--- config.mk ---
export PLATFORM = sky130hd
export DESIGN_NAME = pscr_top
export DESIGN_NICKNAME = d
export VERILOG_FILES = /design/src/rtl/pscr_thresh_unit.v /design/src/rtl/pscr_top.v
export VERILOG_INCLUDE_DIRS = /design/src /design/src/common
export SDC_FILE = /design/constraint.sdc
export NUM_CORES = 1
export LEC_CHECK = 0
export ABC_AREA = 1
export BUFFER_PORTS_ARGS = -buffer_cell sky130_fd_sc_hd__buf_4
export CORE_MARGIN = 5
export CORE_UTILIZATION = 61
export DETAILED_ROUTE_END_ITERATION = 7
export PLACE_DENSITY = 0.81
export SLEW_MARGIN = 20
export SYNTH_ARGS = -nofsm -noshare
export SYNTH_HDL_FRONTEND = slang
export SYNTH_HIERARCHICAL = 1
export SYNTH_SLANG_ARGS = --single-unit
--- constraint.sdc ---
create_clock -name clk -period 4.4 [get_ports clk]
set_input_delay 0 -clock clk [delete_from_list [all_inputs] [get_ports clk]]
set_output_delay 0 -clock clk [all_outputs]
set_load 0.02 [all_outputs]
--- src/common/pscr_regs.vh ---
// Purpose: register map and timing constants of the phase shed config bank
// Assumes: 8-bit register port, 50 MHz clock
// Notes: definitions only
`ifndef PSCR_REGS_VH
`define PSCR_REGS_VH

// register offsets
`define PSCR_OFF_THR_CFG_1 8'h3a
`define PSCR_OFF_THR_STAT_1 8'h3b
`define PSCR_OFF_THR_CFG_2 8'h3c
`define PSCR_OFF_THR_STAT_2 8'h3d
`define PSCR_OFF_THR_CFG_3 8'h3e
`define PSCR_OFF_THR_STAT_3 8'h3f
`define PSCR_OFF_THR_CFG_4 8'h40
`define PSCR_OFF_THR_STAT_4 8'h41
`define PSCR_OFF_HYST 8'h44
`define PSCR_OFF_DELAY 8'h45
`define PSCR_OFF_LATCH_A 8'h46
`define PSCR_OFF_LATCH_B 8'h47

// latch field positions
`define PSCR_BIT_SWITCHING 5
`define PSCR_BIT_DROOP 4
`define PSCR_BIT_OVERCURRENT 2
`define PSCR_BIT_THRESHOLD 0
`define PSCR_LATCH_MASK 8'h35

// special codes and reset values
`define PSCR_THR_DISABLED 8'hff
`define PSCR_RST_THR_CFG 8'hff
`define PSCR_RST_THR_STAT 8'hff // no strap reading yet, so disabled
`define PSCR_RST_HYST 8'h00
`define PSCR_RST_LATCH 8'h00
`define PSCR_UNMAPPED_READ 8'h00

// timing: delay register step and power-up delay
`define PSCR_CLK_NS 20
`define PSCR_DELAY_STEP_US 10
`define PSCR_DELAY_RST_US 200
`define PSCR_DELAY_STEP_CYC ((`PSCR_DELAY_STEP_US * 1000) / `PSCR_CLK_NS)
// power-up delay of 200 us in 10 us steps, sized for the 8-bit register
`define PSCR_RST_DELAY 8'h14

// droop line fractions in percent
`define PSCR_DROOP_FULL 7'd100
`define PSCR_DROOP_HALF 7'd50
`define PSCR_DROOP_QUARTER 7'd25
`define PSCR_DROOP_ZERO 7'd0

`endif

--- src/rtl/pscr_thresh_unit.v ---
// Purpose: one shedding threshold with hysteresis and drop delay
// Assumes: tick is a one-cycle pulse per delay step
// Notes: above rises at once, falls after the programmed delay, or at once when the threshold is disabled
`timescale 1ns/10ps
`default_nettype none

module pscr_thresh_unit #(
	parameter W = 8
)(
	input wire clk,
	input wire sys_rst,
	input wire tick,
	input wire [W-1:0] current,
	input wire [W-1:0] thr,
	input wire [W-1:0] hyst,
	input wire [W-1:0] delay,
	output reg above
);

	reg [W-1:0] wait_cnt; // elapsed delay steps while below the low edge
	wire disabled; // all-ones threshold switches this unit off
	wire up; // at or above the threshold
	wire down; // below threshold minus hysteresis

	assign disabled = (thr == {W{1'b1}});
	assign up = (current >= thr);
	// one extra bit so a large hysteresis cannot wrap
	assign down = ({1'b0, current} + {1'b0, hyst}) < {1'b0, thr};

	// raise immediately, lower after the delay has run out, or at once when disabled
	always @(posedge clk)
	begin
		if (sys_rst)
		begin
			above <= 1'b0;
			wait_cnt <= {W{1'b0}};
		end
		else if (disabled)
		begin
			// disabled threshold never asks for the extra phase
			above <= 1'b0;
			wait_cnt <= {W{1'b0}};
		end
		else if (!above)
		begin
			// rising direction ignores hysteresis and delay
			above <= up;
			wait_cnt <= {W{1'b0}};
		end
		else if (down)
		begin
			// falling direction: hysteresis applied, then wait
			if (wait_cnt >= delay)
			begin
				above <= 1'b0;
				wait_cnt <= {W{1'b0}};
			end
			else if (tick)
				wait_cnt <= wait_cnt + {{(W-1){1'b0}}, 1'b1};
		end
		else
			wait_cnt <= {W{1'b0}}; // load came back, restart the wait
	end

endmodule

`default_nettype wire

--- src/rtl/pscr_top.v ---
// Purpose: phase shedding configuration register bank
// Assumes: register port driven by an external bus engine, one clock
// Notes: straps arrive already digitised as threshold codes
//
// Behaviour
// - threshold registers used only when both latches select
// - threshold value all-ones disables that threshold
// - status registers reload on enable rising edge
// - strap above two volts disables threshold
// - hysteresis applies only when shedding phases
// - shed delay 200us default, 10us steps
// - enable toggle returns all functions to straps
// - source changes after identical byte in both
// - latch bit 5 selects switching rate source
// - latch bit 4 selects droop line source
// - latch bit 2 selects overcurrent limit source
// - latch bit 0 selects threshold register source
// - droop code: full, half, quarter, zero
`timescale 1ns/10ps
`default_nettype none
`include "pscr_regs.vh"

module pscr_top #(
	parameter W = 8,
	parameter N_THR = 4,
	parameter STEP_CYC = `PSCR_DELAY_STEP_CYC
)(
	input wire clk,
	input wire sys_rst,
	// enable input of the controller
	input wire en_pin,
	// register port
	input wire [7:0] reg_addr,
	input wire [7:0] reg_wdata,
	input wire reg_wr,
	input wire reg_rd,
	output reg [7:0] reg_rdata,
	// digitised strap levels, one code per threshold pin
	input wire [4*W-1:0] strap_code,
	// strap sensed above two volts, one bit per pin
	input wire [3:0] strap_over_2v,
	// live output current reading code
	input wire [W-1:0] output_current_reading,
	// droop code from its config register and from its strap
	input wire [1:0] droop_reg_code,
	input wire [1:0] droop_strap_code,
	// selected sources
	output reg switching_rate_source,
	output reg droop_line_source,
	output reg overcurrent_limit_source,
	output reg shed_threshold_source,
	// resulting droop fraction in percent
	output reg [6:0] droop_fraction_pct,
	// number of active phases, 1 to 4
	output reg [2:0] phase_count
);

	// configuration registers (read-write)
	reg [W-1:0] thr_cfg_1;
	reg [W-1:0] thr_cfg_2;
	reg [W-1:0] thr_cfg_3;
	reg [W-1:0] thr_cfg_4;
	reg [W-1:0] shed_hysteresis;
	reg [W-1:0] shed_delay;
	// status registers, loaded only from straps
	reg [W-1:0] thr_stat_1;
	reg [W-1:0] thr_stat_2;
	reg [W-1:0] thr_stat_3;
	reg [W-1:0] thr_stat_4;
	// the two latch halves and the committed selection
	reg [7:0] latch_a;
	reg [7:0] latch_b;
	reg [7:0] source_sel;
	// enable edge detection
	reg en_prev;
	wire en_rise;
	wire en_toggle;
	// delay step divider
	reg [15:0] step_cnt;
	reg step_tick;
	// effective thresholds after source selection
	reg [W-1:0] thr_eff [0:3];
	wire [3:0] above;
	// write strobes and masked write data
	wire wr_a;
	wire wr_b;
	wire [7:0] wdata_masked;
	// read mux result
	reg [7:0] next_rdata;
	// combinational phase count
	reg [2:0] next_phase_count;
	integer i;

	assign en_rise = en_pin && !en_prev;
	assign en_toggle = en_pin ^ en_prev;
	assign wr_a = reg_wr && (reg_addr == `PSCR_OFF_LATCH_A);
	assign wr_b = reg_wr && (reg_addr == `PSCR_OFF_LATCH_B);
	// reserved bits never get stored
	assign wdata_masked = reg_wdata & `PSCR_LATCH_MASK;

	// remember the last enable level
	always @(posedge clk)
	begin
		if (sys_rst)
			en_prev <= 1'b0;
		else
			en_prev <= en_pin;
	end

	// free-running divider for one delay step
	always @(posedge clk)
	begin
		if (sys_rst)
		begin
			step_cnt <= 16'h0000;
			step_tick <= 1'b0;
		end
		else if (step_cnt == STEP_CYC - 1)
		begin
			step_cnt <= 16'h0000;
			step_tick <= 1'b1;
		end
		else
		begin
			step_cnt <= step_cnt + 16'h0001;
			step_tick <= 1'b0;
		end
	end

	// host writes to the configuration registers
	always @(posedge clk)
	begin
		if (sys_rst)
		begin
			thr_cfg_1 <= `PSCR_RST_THR_CFG;
			thr_cfg_2 <= `PSCR_RST_THR_CFG;
			thr_cfg_3 <= `PSCR_RST_THR_CFG;
			thr_cfg_4 <= `PSCR_RST_THR_CFG;
			shed_hysteresis <= `PSCR_RST_HYST;
			shed_delay <= `PSCR_RST_DELAY;
		end
		else if (reg_wr)
		begin
			// status offsets fall through and are ignored
			case (reg_addr)
				`PSCR_OFF_THR_CFG_1: thr_cfg_1 <= reg_wdata;
				`PSCR_OFF_THR_CFG_2: thr_cfg_2 <= reg_wdata;
				`PSCR_OFF_THR_CFG_3: thr_cfg_3 <= reg_wdata;
				`PSCR_OFF_THR_CFG_4: thr_cfg_4 <= reg_wdata;
				`PSCR_OFF_HYST: shed_hysteresis <= reg_wdata;
				`PSCR_OFF_DELAY: shed_delay <= reg_wdata;
				default: ;
			endcase
		end
	end

	// status copies follow the straps on each enable rising edge
	always @(posedge clk)
	begin
		if (sys_rst)
		begin
			thr_stat_1 <= `PSCR_RST_THR_STAT;
			thr_stat_2 <= `PSCR_RST_THR_STAT;
			thr_stat_3 <= `PSCR_RST_THR_STAT;
			thr_stat_4 <= `PSCR_RST_THR_STAT;
		end
		else if (en_rise)
		begin
			// an overvoltage strap is stored as the disable code
			thr_stat_1 <= strap_over_2v[0] ? `PSCR_THR_DISABLED :
				strap_code[W-1:0];
			thr_stat_2 <= strap_over_2v[1] ? `PSCR_THR_DISABLED :
				strap_code[2*W-1:W];
			thr_stat_3 <= strap_over_2v[2] ? `PSCR_THR_DISABLED :
				strap_code[3*W-1:2*W];
			thr_stat_4 <= strap_over_2v[3] ? `PSCR_THR_DISABLED :
				strap_code[4*W-1:3*W];
		end
	end

	// latch pair: selection moves only when both halves agree
	// comparing against the other half's stored value lets either
	// write come first; a write landing with the enable toggle loses
	// because returning to the straps is the safe direction
	always @(posedge clk)
	begin
		if (sys_rst)
		begin
			latch_a <= `PSCR_RST_LATCH;
			latch_b <= `PSCR_RST_LATCH;
			source_sel <= `PSCR_RST_LATCH;
		end
		else if (en_toggle)
		begin
			// back to external resistors on any enable edge
			latch_a <= `PSCR_RST_LATCH;
			latch_b <= `PSCR_RST_LATCH;
			source_sel <= `PSCR_RST_LATCH;
		end
		else if (wr_a)
		begin
			latch_a <= wdata_masked;
			if (wdata_masked == latch_b)
				source_sel <= wdata_masked;
			// mismatch keeps the old selection
		end
		else if (wr_b)
		begin
			latch_b <= wdata_masked;
			if (wdata_masked == latch_a)
				source_sel <= wdata_masked;
		end
	end

	// pick the threshold set in force
	always @*
	begin
		if (source_sel[`PSCR_BIT_THRESHOLD])
		begin
			// register values once both halves have selected them
			thr_eff[0] = thr_cfg_1;
			thr_eff[1] = thr_cfg_2;
			thr_eff[2] = thr_cfg_3;
			thr_eff[3] = thr_cfg_4;
		end
		else
		begin
			// strap-derived values otherwise
			thr_eff[0] = thr_stat_1;
			thr_eff[1] = thr_stat_2;
			thr_eff[2] = thr_stat_3;
			thr_eff[3] = thr_stat_4;
		end
	end

	// one comparator with hysteresis and delay per threshold
	genvar g;
	generate
		for (g = 0; g < N_THR; g = g + 1)
		begin : gen_thr
			pscr_thresh_unit #(
				.W(W)
			) u_thr (
				.clk(clk),
				.sys_rst(sys_rst),
				.tick(step_tick),
				.current(output_current_reading),
				.thr(thr_eff[g]),
				.hyst(shed_hysteresis),
				.delay(shed_delay),
				.above(above[g])
			);
		end
	endgenerate

	// one phase always runs, each crossed threshold adds one; the sum
	// saturates at four because there are no more phases to turn on
	always @*
	begin
		next_phase_count = 3'd1;
		for (i = 0; i < N_THR; i = i + 1)
		begin
			if (above[i] && (next_phase_count < 3'd4))
				next_phase_count = next_phase_count + 3'd1;
		end
	end

	// register the phase count so the output is glitch free
	always @(posedge clk)
	begin
		if (sys_rst)
			phase_count <= 3'd1;
		else
			phase_count <= next_phase_count;
	end

	// source flags straight from the committed selection
	always @(posedge clk)
	begin
		if (sys_rst)
		begin
			switching_rate_source <= 1'b0;
			droop_line_source <= 1'b0;
			overcurrent_limit_source <= 1'b0;
			shed_threshold_source <= 1'b0;
		end
		else
		begin
			switching_rate_source <=
				source_sel[`PSCR_BIT_SWITCHING];
			droop_line_source <= source_sel[`PSCR_BIT_DROOP];
			overcurrent_limit_source <=
				source_sel[`PSCR_BIT_OVERCURRENT];
			shed_threshold_source <=
				source_sel[`PSCR_BIT_THRESHOLD];
		end
	end

	// droop fraction from whichever code is in force
	always @(posedge clk)
	begin
		if (sys_rst)
			droop_fraction_pct <= `PSCR_DROOP_FULL;
		else
		begin
			case (source_sel[`PSCR_BIT_DROOP] ? droop_reg_code :
				droop_strap_code)
				2'b00: droop_fraction_pct <= `PSCR_DROOP_FULL;
				2'b01: droop_fraction_pct <= `PSCR_DROOP_HALF;
				2'b10: droop_fraction_pct <= `PSCR_DROOP_QUARTER;
				2'b11: droop_fraction_pct <= `PSCR_DROOP_ZERO;
				default: droop_fraction_pct <= `PSCR_DROOP_FULL;
			endcase
		end
	end

	// read mux; unmapped offsets read as zero
	always @*
	begin
		case (reg_addr)
			`PSCR_OFF_THR_CFG_1: next_rdata = thr_cfg_1;
			`PSCR_OFF_THR_STAT_1: next_rdata = thr_stat_1;
			`PSCR_OFF_THR_CFG_2: next_rdata = thr_cfg_2;
			`PSCR_OFF_THR_STAT_2: next_rdata = thr_stat_2;
			`PSCR_OFF_THR_CFG_3: next_rdata = thr_cfg_3;
			`PSCR_OFF_THR_STAT_3: next_rdata = thr_stat_3;
			`PSCR_OFF_THR_CFG_4: next_rdata = thr_cfg_4;
			`PSCR_OFF_THR_STAT_4: next_rdata = thr_stat_4;
			`PSCR_OFF_HYST: next_rdata = shed_hysteresis;
			`PSCR_OFF_DELAY: next_rdata = shed_delay;
			// stored halves, reserved bits already zero
			`PSCR_OFF_LATCH_A: next_rdata = latch_a;
			`PSCR_OFF_LATCH_B: next_rdata = latch_b;
			default: next_rdata = `PSCR_UNMAPPED_READ;
		endcase
	end

	// read data held until the next read
	always @(posedge clk)
	begin
		if (sys_rst)
			reg_rdata <= 8'h00;
		else if (reg_rd)
			reg_rdata <= next_rdata;
	end

endmodule

`default_nettype wire

==> After elaboration in Yosys (flattened, before gate mapping) <==
Cells that the tools add are included.
{ "totals": {"regBits": 170, "inputBits": 69, "out_inout_bits": 22, "word_cells": 145} }
{ "op_classes": {"addsub": 9, "order_cmp": 15, "n_eq_ne": 23, "muxes": 29, "n_bitwise": 10, "reduce_logical": 28} }
{ "ops": {"columns": ["cell", "count"], "rows": [
  ["one-hot mux 8 bit (12 select lines)", 1],
  [">= comparator 8 bit", 8],
  ["equality test 8 x 6 -> 1 bit, second input constant", 6],
  ["equality test 8 x 7 -> 1 bit, second input constant", 6],
  ["less-than comparator 9 x 8 -> 1 bit", 4],
  ["adder 8 x 1 -> 8 bit, second input constant", 4],
  ["equality test 8 bit, second input constant", 4],
  ["two-way mux 32 bit", 1],
  ["two-way mux 8 bit", 4],
  ["one-hot mux 7 bit (4 select lines)", 1],
  ["two-way mux 6 bit", 4],
  ["OR reduction 5 bit", 4],
  ["adder 16 x 1 -> 16 bit, second input constant", 1],
  ["equality test 16 x 9 -> 1 bit, second input constant", 1],
  ["AND reduction 2 bit", 7],
  ["two-way mux 1 bit", 13],
  ["OR reduction 2 bit", 6],
  ["adder 3 x 1 -> 3 bit, second input constant", 3],
  ["adder 8 x 8 -> 9 bit", 1],
  ["less-than comparator 3 bit, second input constant", 3],
  ["two-way mux 3 bit", 3],
  ["inverter 1 bit", 9],
  ["equality test 4 bit", 2],
  ["logical AND 1 bit", 6],
  ["other kinds (9)", 12]
]} }

==> Depth between registers and ports, before layout <==
Gate-level depths: netlist of the first run.
{ "logic_depth": {"depth_word": 10, "depth_mapped": 20} }

==> By module <==
The synthesis of the first run kept the hierarchy.
{ "by_module_without_submodules": {"columns": ["module", "n_inst", "cells_per_inst", "area_each_um2", "seq_area_each_um2"], "rows": [
  ["pscr_top", 1, 900, 6203.4, 2602.5],
  ["pscr_thresh_unit at gen_thr[1].u_thr ...", 2, 187, 1315.0, 180.2],
  ["pscr_thresh_unit at gen_thr[2].u_thr", 1, 189, 1326.3, 180.2],
  ["pscr_thresh_unit at gen_thr[0].u_thr", 1, 189, 1317.5, 180.2]
]} }

==> Worst setup path after synthesis of the first run <==
No wires, ideal clock.
{ "synth_timing": {"path_type": "flip-flop to flip-flop", "start": "reg shed_hysteresis[0]", "end": "reg gen_thr[0].u_thr.above", "setup_ns": 0.113, "arrival_time_ns": 2.302, "slack_ns": 1.986, "path_stages_with_launch": 20, "cell_sequence": "dfxtp_1 > ha_1 > inv_1 > fa_1 > nand3b_1 > nand2_1 > xor2_1 > ha_1 > nand2_1 > inv_1 > nand2_1 > nand3_1 > nand2_1 > nand2_1 > nand2_1 > nand2_1 > nand2_1 > nand2_1 > nor2_1 > nor2_1"} }
{ "synth_between": {"elab_chain_cells": 4} }
{ "synth_rtl": {"columns": ["element", "line", "rtl"], "rows": [
  ["start, declared", "pscr_top.v:63", "reg [W-1:0] shed_hysteresis;"],
  ["start signal, assigned", "pscr_top.v:139", "shed_hysteresis <= `PSCR_RST_HYST;"],
  ["start signal, assigned", "pscr_top.v:150", "`PSCR_OFF_HYST: shed_hysteresis <= reg_wdata;"],
  ["adder 8 x 8 -> 9 bit", "pscr_thresh_unit.v:28", "assign down = ({1'b0, current} + {1'b0, hyst}) < {1'b0, thr};"],
  ["less-than comparator 9 x 8 -> 1 bit", "pscr_thresh_unit.v:28", null],
  ["two-way mux 1 bit", "pscr_thresh_unit.v:50", "else if (down)"],
  ["two-way mux 1 bit", "pscr_thresh_unit.v:44", "else if (!above)"],
  ["end signal, assigned", "pscr_thresh_unit.v:47", "above <= up;"],
  ["end, declared", "pscr_thresh_unit.v:17", "output reg above"]
]} }
Every way passes these cells.
A chain may end at the register's enable or synchronous reset.

==> Worst setup path in the final report of the first run <==
{ "layout_timing": {"start": "reg shed_hysteresis[0]", "end": "reg gen_thr[1].u_thr.wait_cnt[0]"} }
{ "layout_between": {"elab_chain_cells": 4} }
{ "layout_rtl": {"columns": ["element", "line", "rtl"], "rows": [
  ["adder 8 x 8 -> 9 bit", "pscr_thresh_unit.v:28", null],
  ["less-than comparator 9 x 8 -> 1 bit", "pscr_thresh_unit.v:28", null],
  ["inverter 1 bit (no line)", null, null],
  ["OR reduction 5 bit (no line)", null, null],
  ["end signal, assigned", "pscr_thresh_unit.v:36", "wait_cnt <= {W{1'b0}};"],
  ["end signal, assigned", "pscr_thresh_unit.v:42", "wait_cnt <= {W{1'b0}};"],
  ["end signal, assigned", "pscr_thresh_unit.v:48", "wait_cnt <= {W{1'b0}};"],
  ["end, declared", "pscr_thresh_unit.v:20", "reg [W-1:0] wait_cnt;"]
]} }
Every way passes these cells.

==> run metrics, run 1 <==
outcome=finished, final reports clean; Vias per Instance=5.675; Post-Syn Area per Cell=roughly 6.9 µm²; area of the multi-input gates=0.007083 mm²; vias in the first global route=between 10000 and 15000; maximum clock frequency=341.2 MHz; CP Capture Type=flop; total negative slack=0 ns; CP Max Fanout=8; Syn Inst Count=roughly 1700; HP Start=reg_wr; worst r2r src=shed_hysteresis[0]; vias=~11000; Num CTS Buffers=17; Final Hold Viols=0; crit path kind=flop to flop; RD Place Congestion=0.9781; pin count of the biggest net entering global routing=56; antenna fix cells=0; core area=0.01864 mm²; setup slack after layout=between 1 and 1.5 ns; postcts setup bufs=0; Top Ports=91; Synth Cell Area=0.01148 mm²; commonest non-fill, non-tap cell in the layout=nand2_1; Worst Path Buf+Inv=1; DRC viols=0; per-cell routed wire length=16.32 µm; clk buf depth=2; initial antenna violation count=0; Worst-Skew Late Latency=0.44 ns; VDD IR-drop max=255.2 µV; Distinct cells, synth=44; IO buf count=90; ANT nets after route=0; DP Worst Slack=1.506 ns; CTS Sinks=about 170; Setup-failing EPs final=0; final wirelength=between 30000 and 40000 µm; FFs w/ async S/R, synth=0%; fin nets=1978; cell mode on critical path=nand2_1; Power Density=260.2 mW/mm²; Final Non-Filler Cells=2016; most frequent cells in the layout=463 x nand2_1, 226 x inv_1, 166 x dfxtp_1, 143 x nand3_1, 135 x ha_1; Lkg Pwr=6.738 nW; ys flop type=dfxtp_1; Hold/Removal Path Class=input pin to flop; final clock skew=0.009360 ns; max incr delay on CP=0.55 ns; Die ar.=0.02166 mm²; warnings from Yosys=6; Max Cap Violations=0; gr usage total=30.79%; Die H=147.2 µm; total grt overflow=0; Area Growth Syn to Fin=16.12%; worst-margin pin slew=1.137 ns; DR iter-0 viols=1292; Rel. slew slack=24.19%; Critical Path Slowest Stage Cell=dfxtp_1; HPWL Detailed=23880 µm; fin crit share=66.62%; register bit total from synthesis=166; deepest level of the CTS H-tree=4; Worst Setup Start Kind=flop; TritonRoute pass-1 iters=8; initial core utilization=61.56%; delay-heaviest family, CP=adder cells; fin util=71.49%; global-route wire length before repair=54410 µm; Root Buffer=clkbuf_16; Resize count post-CTS=0; dpl cells=roughly 1900; first element of the critical path=shed_hysteresis[0]; fillers=1517; minimum clock period after layout=between 2 and 3 ns; die width=147.2 µm; Post-synth EDFFs=0; syn_nets=1861; CP required=4.77 ns; Pins Over Slew Limit=0; Clk pin slew, worst setup/hold paths=around 0.07 ns; share of cells above drive strength 1=10.66%; placement row count=50; crit path DAT=3.30 ns; Reg area=0.003323 mm²; Hold WS=0.02549 ns; CTS tree=done; post-synthesis sequential area ratio=between 20 and 30%; CP Cell Sequence=ha_1 > inv_1 > fa_1 > o21ai_2 > xor2_1 > ha_1 > a21oi_1 > nand3_1 > nand2_1 > nand2_1 > nand2_1 > nand2_1 > nand2_1 > nand4_4 > nor2_1; RSZ-0062 raised after global routing=no
[path summary, 6_finish.rpt]
kind	endpoint	slack [ns]	cells after the start
setup reg to reg	gen_thr[1].u_thr/wait_cnt[0]	1.47	15
hold reg to reg	switching_rate_source	0.43	2
setup / recovery	gen_thr[1].u_thr/wait_cnt[0]	1.47	15
hold / removal	latch_a[5]	0.03	4
[flip-flops by register name, summed over array words and instances (netlist names), 8 cells and up]
signal	count
step_cnt	16
thr_stat_1	8
gen_thr.u_thr/wait_cnt	32
thr_cfg_1	8
shed_hysteresis	8
thr_cfg_4	8
shed_delay	8
thr_stat_3	8
reg_rdata	8
thr_stat_4	8
thr_cfg_3	8
thr_stat_2	8
thr_cfg_2	8
[Yosys cell counts (4+ instances only)]
| library cell | number | area (µm²) |
|---|---|---|
| o21a_1 | 4 | 30.03 |
| inv_1 | 227 | 852.1 |
| nor2_4 | 10 | 112.6 |
| ha_1 | 135 | 1689 |
| xnor2_1 | 27 | 236.5 |
| nor2_1 | 126 | 473.0 |
| nand3_2 | 7 | 70.07 |
| o21ai_0 | 36 | 180.2 |
| nand2_2 | 8 | 50.05 |
| o211ai_1 | 13 | 97.59 |
| nand3_1 | 143 | 715.7 |
| nand4_4 | 4 | 85.08 |
| nor2_2 | 13 | 81.33 |
| dfxtp_1 | 166 | 3323 |
| mux2i_1 | 4 | 40.04 |
| xor2_1 | 36 | 315.3 |
| nor4_1 | 5 | 31.28 |
| clkbuf_1 | 22 | 82.58 |
| fa_1 | 5 | 100.1 |
| o22ai_1 | 32 | 200.2 |
| a211o_1 | 4 | 35.03 |
| nand4_1 | 16 | 100.1 |
| nor3_1 | 9 | 45.04 |
| a21oi_1 | 78 | 390.4 |
| inv_2 | 7 | 26.28 |
| a21oi_2 | 5 | 43.79 |
| nand3b_1 | 8 | 60.06 |
| buf_2 | 14 | 70.07 |
| nand2_1 | 463 | 1738 |
[metal layers]
metal	vias up	part of all wire [%]	global-route usage [%]
met3	136	10	9.531
met2	527	45	50.74
met4	0	4.7	14.68
met5	-	0	0
met1	5204	40	36.62
li1	5573	-	-
[report_power, final]
group / switching (mW) / internal [mW] / total [mW]
clock network: 0.722 / 0.777 / 1.50
registers: 0.0206 / 1.52 / 1.54
logic: 0.256 / 0.170 / 0.427
[metrics by stage]
step	cell area (µm²)	power (mW)
after floorplan	11480	1.809
after global placement	12280	1.947
after detailed placement	12280	1.957
after CTS	13320	3.474
after global routing	13330	3.596
final	13330	3.468
[what timing repair did]
action | in CTS | in global routing
endpoints found under the setup margin | 0 | 0
hold endpoints to repair | 95 | 0
hold buffers | 45 | 0
[cell type report]
cell class,instances,share of cell area [%]
clock buffers,18,3.295
well taps,234,2.197
flip-flops and latches,166,24.93
inverters,235,6.618
clock inverters,14,1.136
multi-input cells,1210,53.14
repair buffers,139,8.674
[logic make-up (layout without fill, tap and decap cells)]
logic type                 Yosys count  count (layout)  share of synthesized area [%]
AOI/OAI and AO/OA                  184             184                          9.408
xor gates and xnor gates            63              63                          4.808
adders and majority gates          140             140                          15.59
buffers and inverters              276             406                          9.375
DFF                                166             166                          28.95
muxes                                4               4                         0.3489
and+or+nand+nor                    819             819                          31.52
[worst min-delay path, stage by stage]
cell,delay [ns]
buf_4,0.15
nand3_2,0.13
nand2_1,0.08
a21oi_1,0.06
Power figures use the tool's default switching activity.
==> run 2, diff against run 1 <==
--- a/config.mk
+++ b/config.mk
@@ -6,12 +6,12 @@
 export SDC_FILE = /design/constraint.sdc
 export NUM_CORES = 1
 export LEC_CHECK = 0
-export ABC_AREA = 1
+export ABC_AREA = 0
 export BUFFER_PORTS_ARGS = -buffer_cell sky130_fd_sc_hd__buf_4
 export CORE_MARGIN = 5
-export CORE_UTILIZATION = 61
+export CORE_UTILIZATION = 55
 export DETAILED_ROUTE_END_ITERATION = 7
-export PLACE_DENSITY = 0.81
+export PLACE_DENSITY = 0.77
 export SLEW_MARGIN = 20
 export SYNTH_ARGS = -nofsm -noshare
 export SYNTH_HDL_FRONTEND = slang
==> constraint.sdc (replaced) <==
create_clock -name clk -period 2.6 [get_ports clk]
set_input_delay 0 -clock clk [delete_from_list [all_inputs] [get_ports clk]]
set_output_delay 0 -clock clk [all_outputs]
set_load 0.02 [all_outputs]
==> run 2 against run 1 <==
  * First-iteration DRC count down 38%
  * Combinational power increased by 84%
  * Largest power group is now the clock network
  * Synthesized area is 0.83% lower
  * Flip-flop and latch count did not move
  * Count of clock-buffer cells in the layout down 1
  * The run now ends with negative setup slack left
  * Critical path depth increased by 1
  * Routed wire length increased by 2.5%
  * Fmax rose by 2.4%
  * Largest cell class unchanged
==> run metrics, run 2 <==
outcome=complete, but fails checks; failing checks=negative setup slack; die width=153.9 µm; Clk pin slew, worst setup/hold paths=0.08 ns; worst-margin pin slew=0.6770 ns; minimum clock period after layout=2.863 ns; warnings from Yosys=6; Worst Setup Start Kind=flop; initial antenna violation count=0; Pins Over Slew Limit=0; CP Cell Sequence=buf_6 > ha_4 > inv_2 > fa_2 > nor2b_2 > o31a_1 > o21a_1 > nor2_1 > xnor2_1 > ha_1 > buf_4 > nand3_1 > nor2_1 > nor3_4 > nand2_1 > o31a_1; final wirelength=33750 µm; Lkg Pwr=6.026 nW; Top Ports=roughly 90; vias in the first global route=10310; Post-synth EDFFs=0; Total Power=6.050 mW; TritonRoute pass-1 iters=5; Commonest cells post-synth=166 x dfxtp_1, 135 x ha_1, 115 x nor2_1; Root Buffer=clkbuf_16; gr usage total=27.94%; Syn Inst Count=~1300; RSZ-0062 raised after global routing=yes; global-route wire length before repair=around 53000 µm; fin nets=1691; IO buf count=90; Die ar.=~0.024 mm²; Rel. slew slack=54.81%; clk buf depth=2; setup slack after layout=-0.2628 ns; cell taking the most area after synthesis=dfxtp_1; pin count of the biggest net entering global routing=52; final clock skew=0.01148 ns; Worst-Skew Late Latency=roughly 0.44 ns; CP Max Fanout=4; placement row count=52; Hold WS=about 0.06 ns; antenna fix cells=0; total negative slack=-7.920 ns; crit path kind=flop to flop; vias=10520; syn_nets=1518; DR iter-0 viols=806; CP Capture Type=flop; VDD IR-drop max=445.1 µV; most area-consuming cells after synthesis=dfxtp_1 29%, ha_1 15%, mux2_2 3.9%, nor2_1 3.8%, inv_1 3.2%; register bit total from synthesis=~170; most frequent cell after synthesis=dfxtp_1; FFs w/ async S/R, synth=0%; Die H=153.9 µm; top flop regs=gen_thr.u_thr/wait_cnt x32, step_cnt x16; RD Place Congestion=between 0.9 and 1; Synth Cell Area=0.01138 mm²; most frequent cells in the layout=169 x buf_4, 163 x dfxtp_1, 124 x ha_1, 107 x nor2_1, 92 x inv_1; Setup-failing EPs final=35; HPWL Detailed=24370 µm; Critical Path Slowest Stage Cell=dfxtp_4; Power Density=430.5 mW/mm²; total grt overflow=0; Post-Syn Area per Cell=8.695 µm²; ys flop type=dfxtp_1; share of cells above drive strength 1=20.94%; maximum clock frequency=349.3 MHz; ANT nets after route=0; post-synthesis sequential area ratio=29.20%; Vias per Instance=5.961; DRC viols=0; commonest non-fill, non-tap cell in the layout=buf_4; Final Hold Viols=0; register bank with the most flops=gen_thr.u_thr/wait_cnt; deepest level of the CTS H-tree=4; Num CTS Buffers=17; initial core utilization=between 50% and 60%; core area=between 0.02 and 0.025 mm²; per-cell routed wire length=19.12 µm; CTS Sinks=166; Max Cap Violations=0; fin crit share=110.1%; Hold/Removal Path Class=input pin to flop; CP required=roughly 2.9 ns; CTS tree=done; Largest register FFs=32; max incr delay on CP=approximately 0.36 ns; Distinct cells, synth=77; area fraction of the dominant cell type after synthesis=29.20%; crit path DAT=about 3.2 ns; Area Growth Syn to Fin=23.47%
[run 2: what timing repair did]
item,4_1_cts,5_1_grt
buffers inserted,10,2
pin swaps,69,15
gates resized for setup,29,10
hold endpoints to repair,95,0
setup endpoints to repair,35,35
hold buffers,42,0
[run 2: layout make-up]
| type | count | area, µm² |
|---|---|---|
| Multi-Input combinational cell | 987 | 7654 |
| Inverter | 96 | 360.3 |
| Tap cell | 270 | 337.8 |
| Timing Repair Buffer | 214 | 1740 |
| Clock buffer | 17 | 425.4 |
| Fill cell | 1576 | 6246 |
| Sequential cell | 166 | 3332 |
| Clock inverter | 15 | 203.9 |
[run 2: cell families (layout without fill, tap and decap cells)]
| family | Yosys count | after routing | synth area share (%) |
|---|---|---|---|
| AOI/OAI and AO/OA | 255 | 255 | 15.05 |
| xor gates and xnor gates | 71 | 71 | 5.463 |
| adders and majority gates | 140 | 140 | 15.72 |
| buffers and inverters | 156 | 342 | 5.507 |
| DFF | 166 | 166 | 29.20 |
| muxes | 75 | 75 | 7.904 |
| and+or+nand+nor | 446 | 446 | 21.16 |
[run 2: final timing paths]
path                       from                      to  slack [ns]  depth (start not counted)
max          shed_hysteresis[0]  gen_thr[3].u_thr/above       -0.26                         16
min                     sys_rst           shed_delay[1]        0.06                          2
max reg2reg  shed_hysteresis[0]  gen_thr[3].u_thr/above       -0.26                         16
min reg2reg        reg_rdata[2]            reg_rdata[2]        0.46                          1
[run 2: routing by layer]
metal  part of all wire, %  global-route usage (%)
met1                    42                   35.51
met5                     0                       0
met2                    47                   46.15
met4                   4.7                   13.08
met3                   7.0                   5.003
[run 2: critical path: cells and delay by family, from the launching register on]
family,cells,cell delay (ns)
AO/OA/AOI/OAI,3,0.50
XOR/XNOR,1,0.13
adder cells (fa/ha/maj),3,0.83
buffers and inverters,3,0.32
flip-flops,1,0.36
AND/OR/NAND/NOR,6,0.61
[run 2: through the flow]
stage / util (%) / cell area [µm²] / setup WS, ns / cells
detailed placement: 62.66 / 12720 / -0.3173 / 1679
CTS: 69.03 / 14010 / -0.2778 / 1763
global placement: 62.66 / 12720 / -0.2578 / 1679
floorplan: - / 11430 / -0.2033 / 1309
finish: 69.23 / 14050 / -0.2628 / 1765
global route: 69.23 / 14050 / -0.4246 / 1765
[run 2: where the power goes]
part | leakage, nW | internal, mW | switching [mW]
clock network | 0.301 | 1.40 | 1.26
registers | 1.35 | 2.57 | 0.0301
logic | 4.38 | 0.363 | 0.422
==> run 3, diff against run 2 <==
--- a/config.mk
+++ b/config.mk
@@ -9,9 +9,9 @@
 export ABC_AREA = 0
 export BUFFER_PORTS_ARGS = -buffer_cell sky130_fd_sc_hd__buf_4
 export CORE_MARGIN = 5
-export CORE_UTILIZATION = 55
+export CORE_UTILIZATION = 61
 export DETAILED_ROUTE_END_ITERATION = 7
-export PLACE_DENSITY = 0.77
+export PLACE_DENSITY = 0.81
 export SLEW_MARGIN = 20
 export SYNTH_ARGS = -nofsm -noshare
 export SYNTH_HDL_FRONTEND = slang
==> constraint.sdc (replaced) <==
create_clock -name clk -period 3.1 [get_ports clk]
set_input_delay 0 -clock clk [delete_from_list [all_inputs] [get_ports clk]]
set_output_delay 0 -clock clk [all_outputs]
set_load 0.02 [all_outputs]
==> run 3 against run 2 <==
  * The flow now finishes without violations
  * Die area down 9.2%
  * Design area down 4.4%
  * Clock skew down 0.0040 ns
  * Critical path depth down 3
  * Critical path type unchanged
==> run metrics, run 3 (synthesis gave the netlist of run 2 again) <==
RSZ-0062 raised after global routing=yes; pin count of the biggest net entering global routing=between 50 and 60; global-route wire length before repair=51000 µm; maximum clock frequency=325.0 MHz; Worst Setup Start Kind=flop; clk buf depth=2; vias=10230; fin crit share=~99%; VDD IR-drop max=between 400 and 500 µV; final wirelength=about 32000 µm; final clock skew=~0.0075 ns; RR Endpoint=gen_thr[0].u_thr/wait_cnt[4]; Lkg Pwr=5.647 nW; most frequent cells in the layout=164 x dfxtp_1, 131 x ha_1, 115 x buf_4, 101 x nor2_1, 95 x inv_1; HPWL Detailed=23170 µm; vias in the first global route=9859; total grt overflow=0; Die ar.=approximately 0.021 mm²; core area=0.01852 mm²; Clk pin slew, worst setup/hold paths=roughly 0.07 ns; initial antenna violation count=0; ANT nets after route=0; Largest register FFs=32; DR iter-0 viols=about 800; per-cell routed wire length=19.33 µm; worst-margin pin slew=0.9012 ns; share of cells above drive strength 1=17.49%; CP Max Fanout=8; register bank with the most flops=gen_thr.u_thr/wait_cnt; CP Capture Type=flop; Final Non-Filler Cells=1675; Worst-Skew Late Latency=0.44 ns; area of the multi-input gates=approximately 0.0076 mm²; die width=roughly 150 µm; Setup-failing EPs final=0; worst r2r src=shed_hysteresis[2]; gr usage total=~30%; DRC viols=0; antenna fix cells=0; placement row count=50; Rel. slew slack=39.92%; Worst R2R Setup Slack=0.02 ns; deepest level of the CTS H-tree=4; CTS tree=done; Vias per Instance=6.106; fin util=72.56%; dpl cells=around 1600; Total Power=4.856 mW; fillers=1380; Hold/Removal Path Class=input pin to flop; Max Cap Violations=0; CTS Sinks=166; Pins Over Slew Limit=0; Critical Path End=gen_thr[0].u_thr/wait_cnt[4]; TritonRoute pass-1 iters=5; fin nets=1637; Root Buffer=clkbuf_16; crit path DAT=3.45 ns; Hold WS=approximately 0.051 ns; Area Growth Syn to Fin=18.05%; Power Density=361.4 mW/mm²; CP required=3.47 ns; crit path kind=flop to flop; outcome=finished, final reports clean; Num CTS Buffers=17; minimum clock period after layout=3.077 ns; Die H=146.6 µm; Final Hold Viols=0; RD Place Congestion=approximately 0.93; top flop regs=gen_thr.u_thr/wait_cnt x32, step_cnt x16; IO buf count=90; Reg area=0.003326 mm²; first element of the critical path=shed_hysteresis[2]; Top Ports=91; initial core utilization=between 60% and 70%; commonest non-fill, non-tap cell in the layout=dfxtp_1; Worst R2R Path Depth=13
==> run 3: cell count changes in the layout (fill, tap and decap cells not counted), moves of 2 or more <==
cell      previous run  this run
clkinv_2             0         3
dfxtp_4              2         0
clkinv_8             5         1
inv_1               92        95
inv_8                3         5
nor2_2              15        21
buf_4              169       115
nor2_1             107       101
o21ai_0             39        41
ha_1               124       131
inv_2                4         1
ha_4                10         3
==> run 3: worst min path at each step <==
stage	startpoint	to	slack, ns	cells after the start
finish	sys_rst	overcurrent_limit_source	0.05	2
global route	sys_rst	en_prev	0.07	2
CTS	sys_rst	shed_delay[5]	0.03	2
detailed placement	strap_code[15]	thr_stat_2[7]	0.23	3
global placement	strap_code[8]	thr_stat_2[0]	0.23	3
floorplan	reg_wdata[1]	thr_cfg_1[1]	0.12	1
==> run 3: what timing repair did <==
action                                  4_1_cts  5_1_grt
setup buffers                                 1        6
hold buffers                                 42        0
resized for setup                             5       34
endpoints found under the setup margin        8       35
hold endpoints to repair                     98        0
pin swaps                                     3       32
==> run 3: area by class of cell <==
class / instances / area share (%)
multi-input cells: 987 / 56.32
flip-flops and latches: 166 / 24.75
repair buffers: 160 / 9.871
clock buffers: 17 / 3.166
inverters: 96 / 2.682
well taps: 234 / 2.179
clock inverters: 15 / 1.034
==> run 3: worst max-delay path: stages, from the launching register on <==
cell,delay (ns)
dfxtp_2,0.36
buf_4,0.15
ha_1,0.32
nor2b_2,0.18
o31a_1,0.32
o21a_1,0.21
nor2_2,0.10
xnor2_1,0.15
ha_1,0.28
nand3_1,0.09
nand4_1,0.15
nor3_4,0.27
nand4b_4,0.25
nor2_2,0.18
==> run 3: layer usage <==
metal  track usage, %  up-vias  wire [µm]
met4            13.92        0       1372
met1            37.18     4767      13130
met2            48.93      464      15170
li1                 -     4894          -
met3            5.307      103       2704
met5                0        -          0
==> run 3: power breakdown <==
part           switching (mW)  total, mW  internal [mW]
clock                   0.998       2.06           1.06
combinational           0.338      0.611          0.272
sequential             0.0257       2.18           2.16
==> run 3: per-stage QoR <==
step	TNS, ns	worst slack, ns	instance area (µm²)
floorplan	0	0.01917	11380
global placement	-0.1252	-0.01964	12250
detailed placement	-0.6867	-0.1054	12250
CTS	0	0.01407	13270
global route	-1.206	-0.1077	13440
finish	0	0.02309	13440
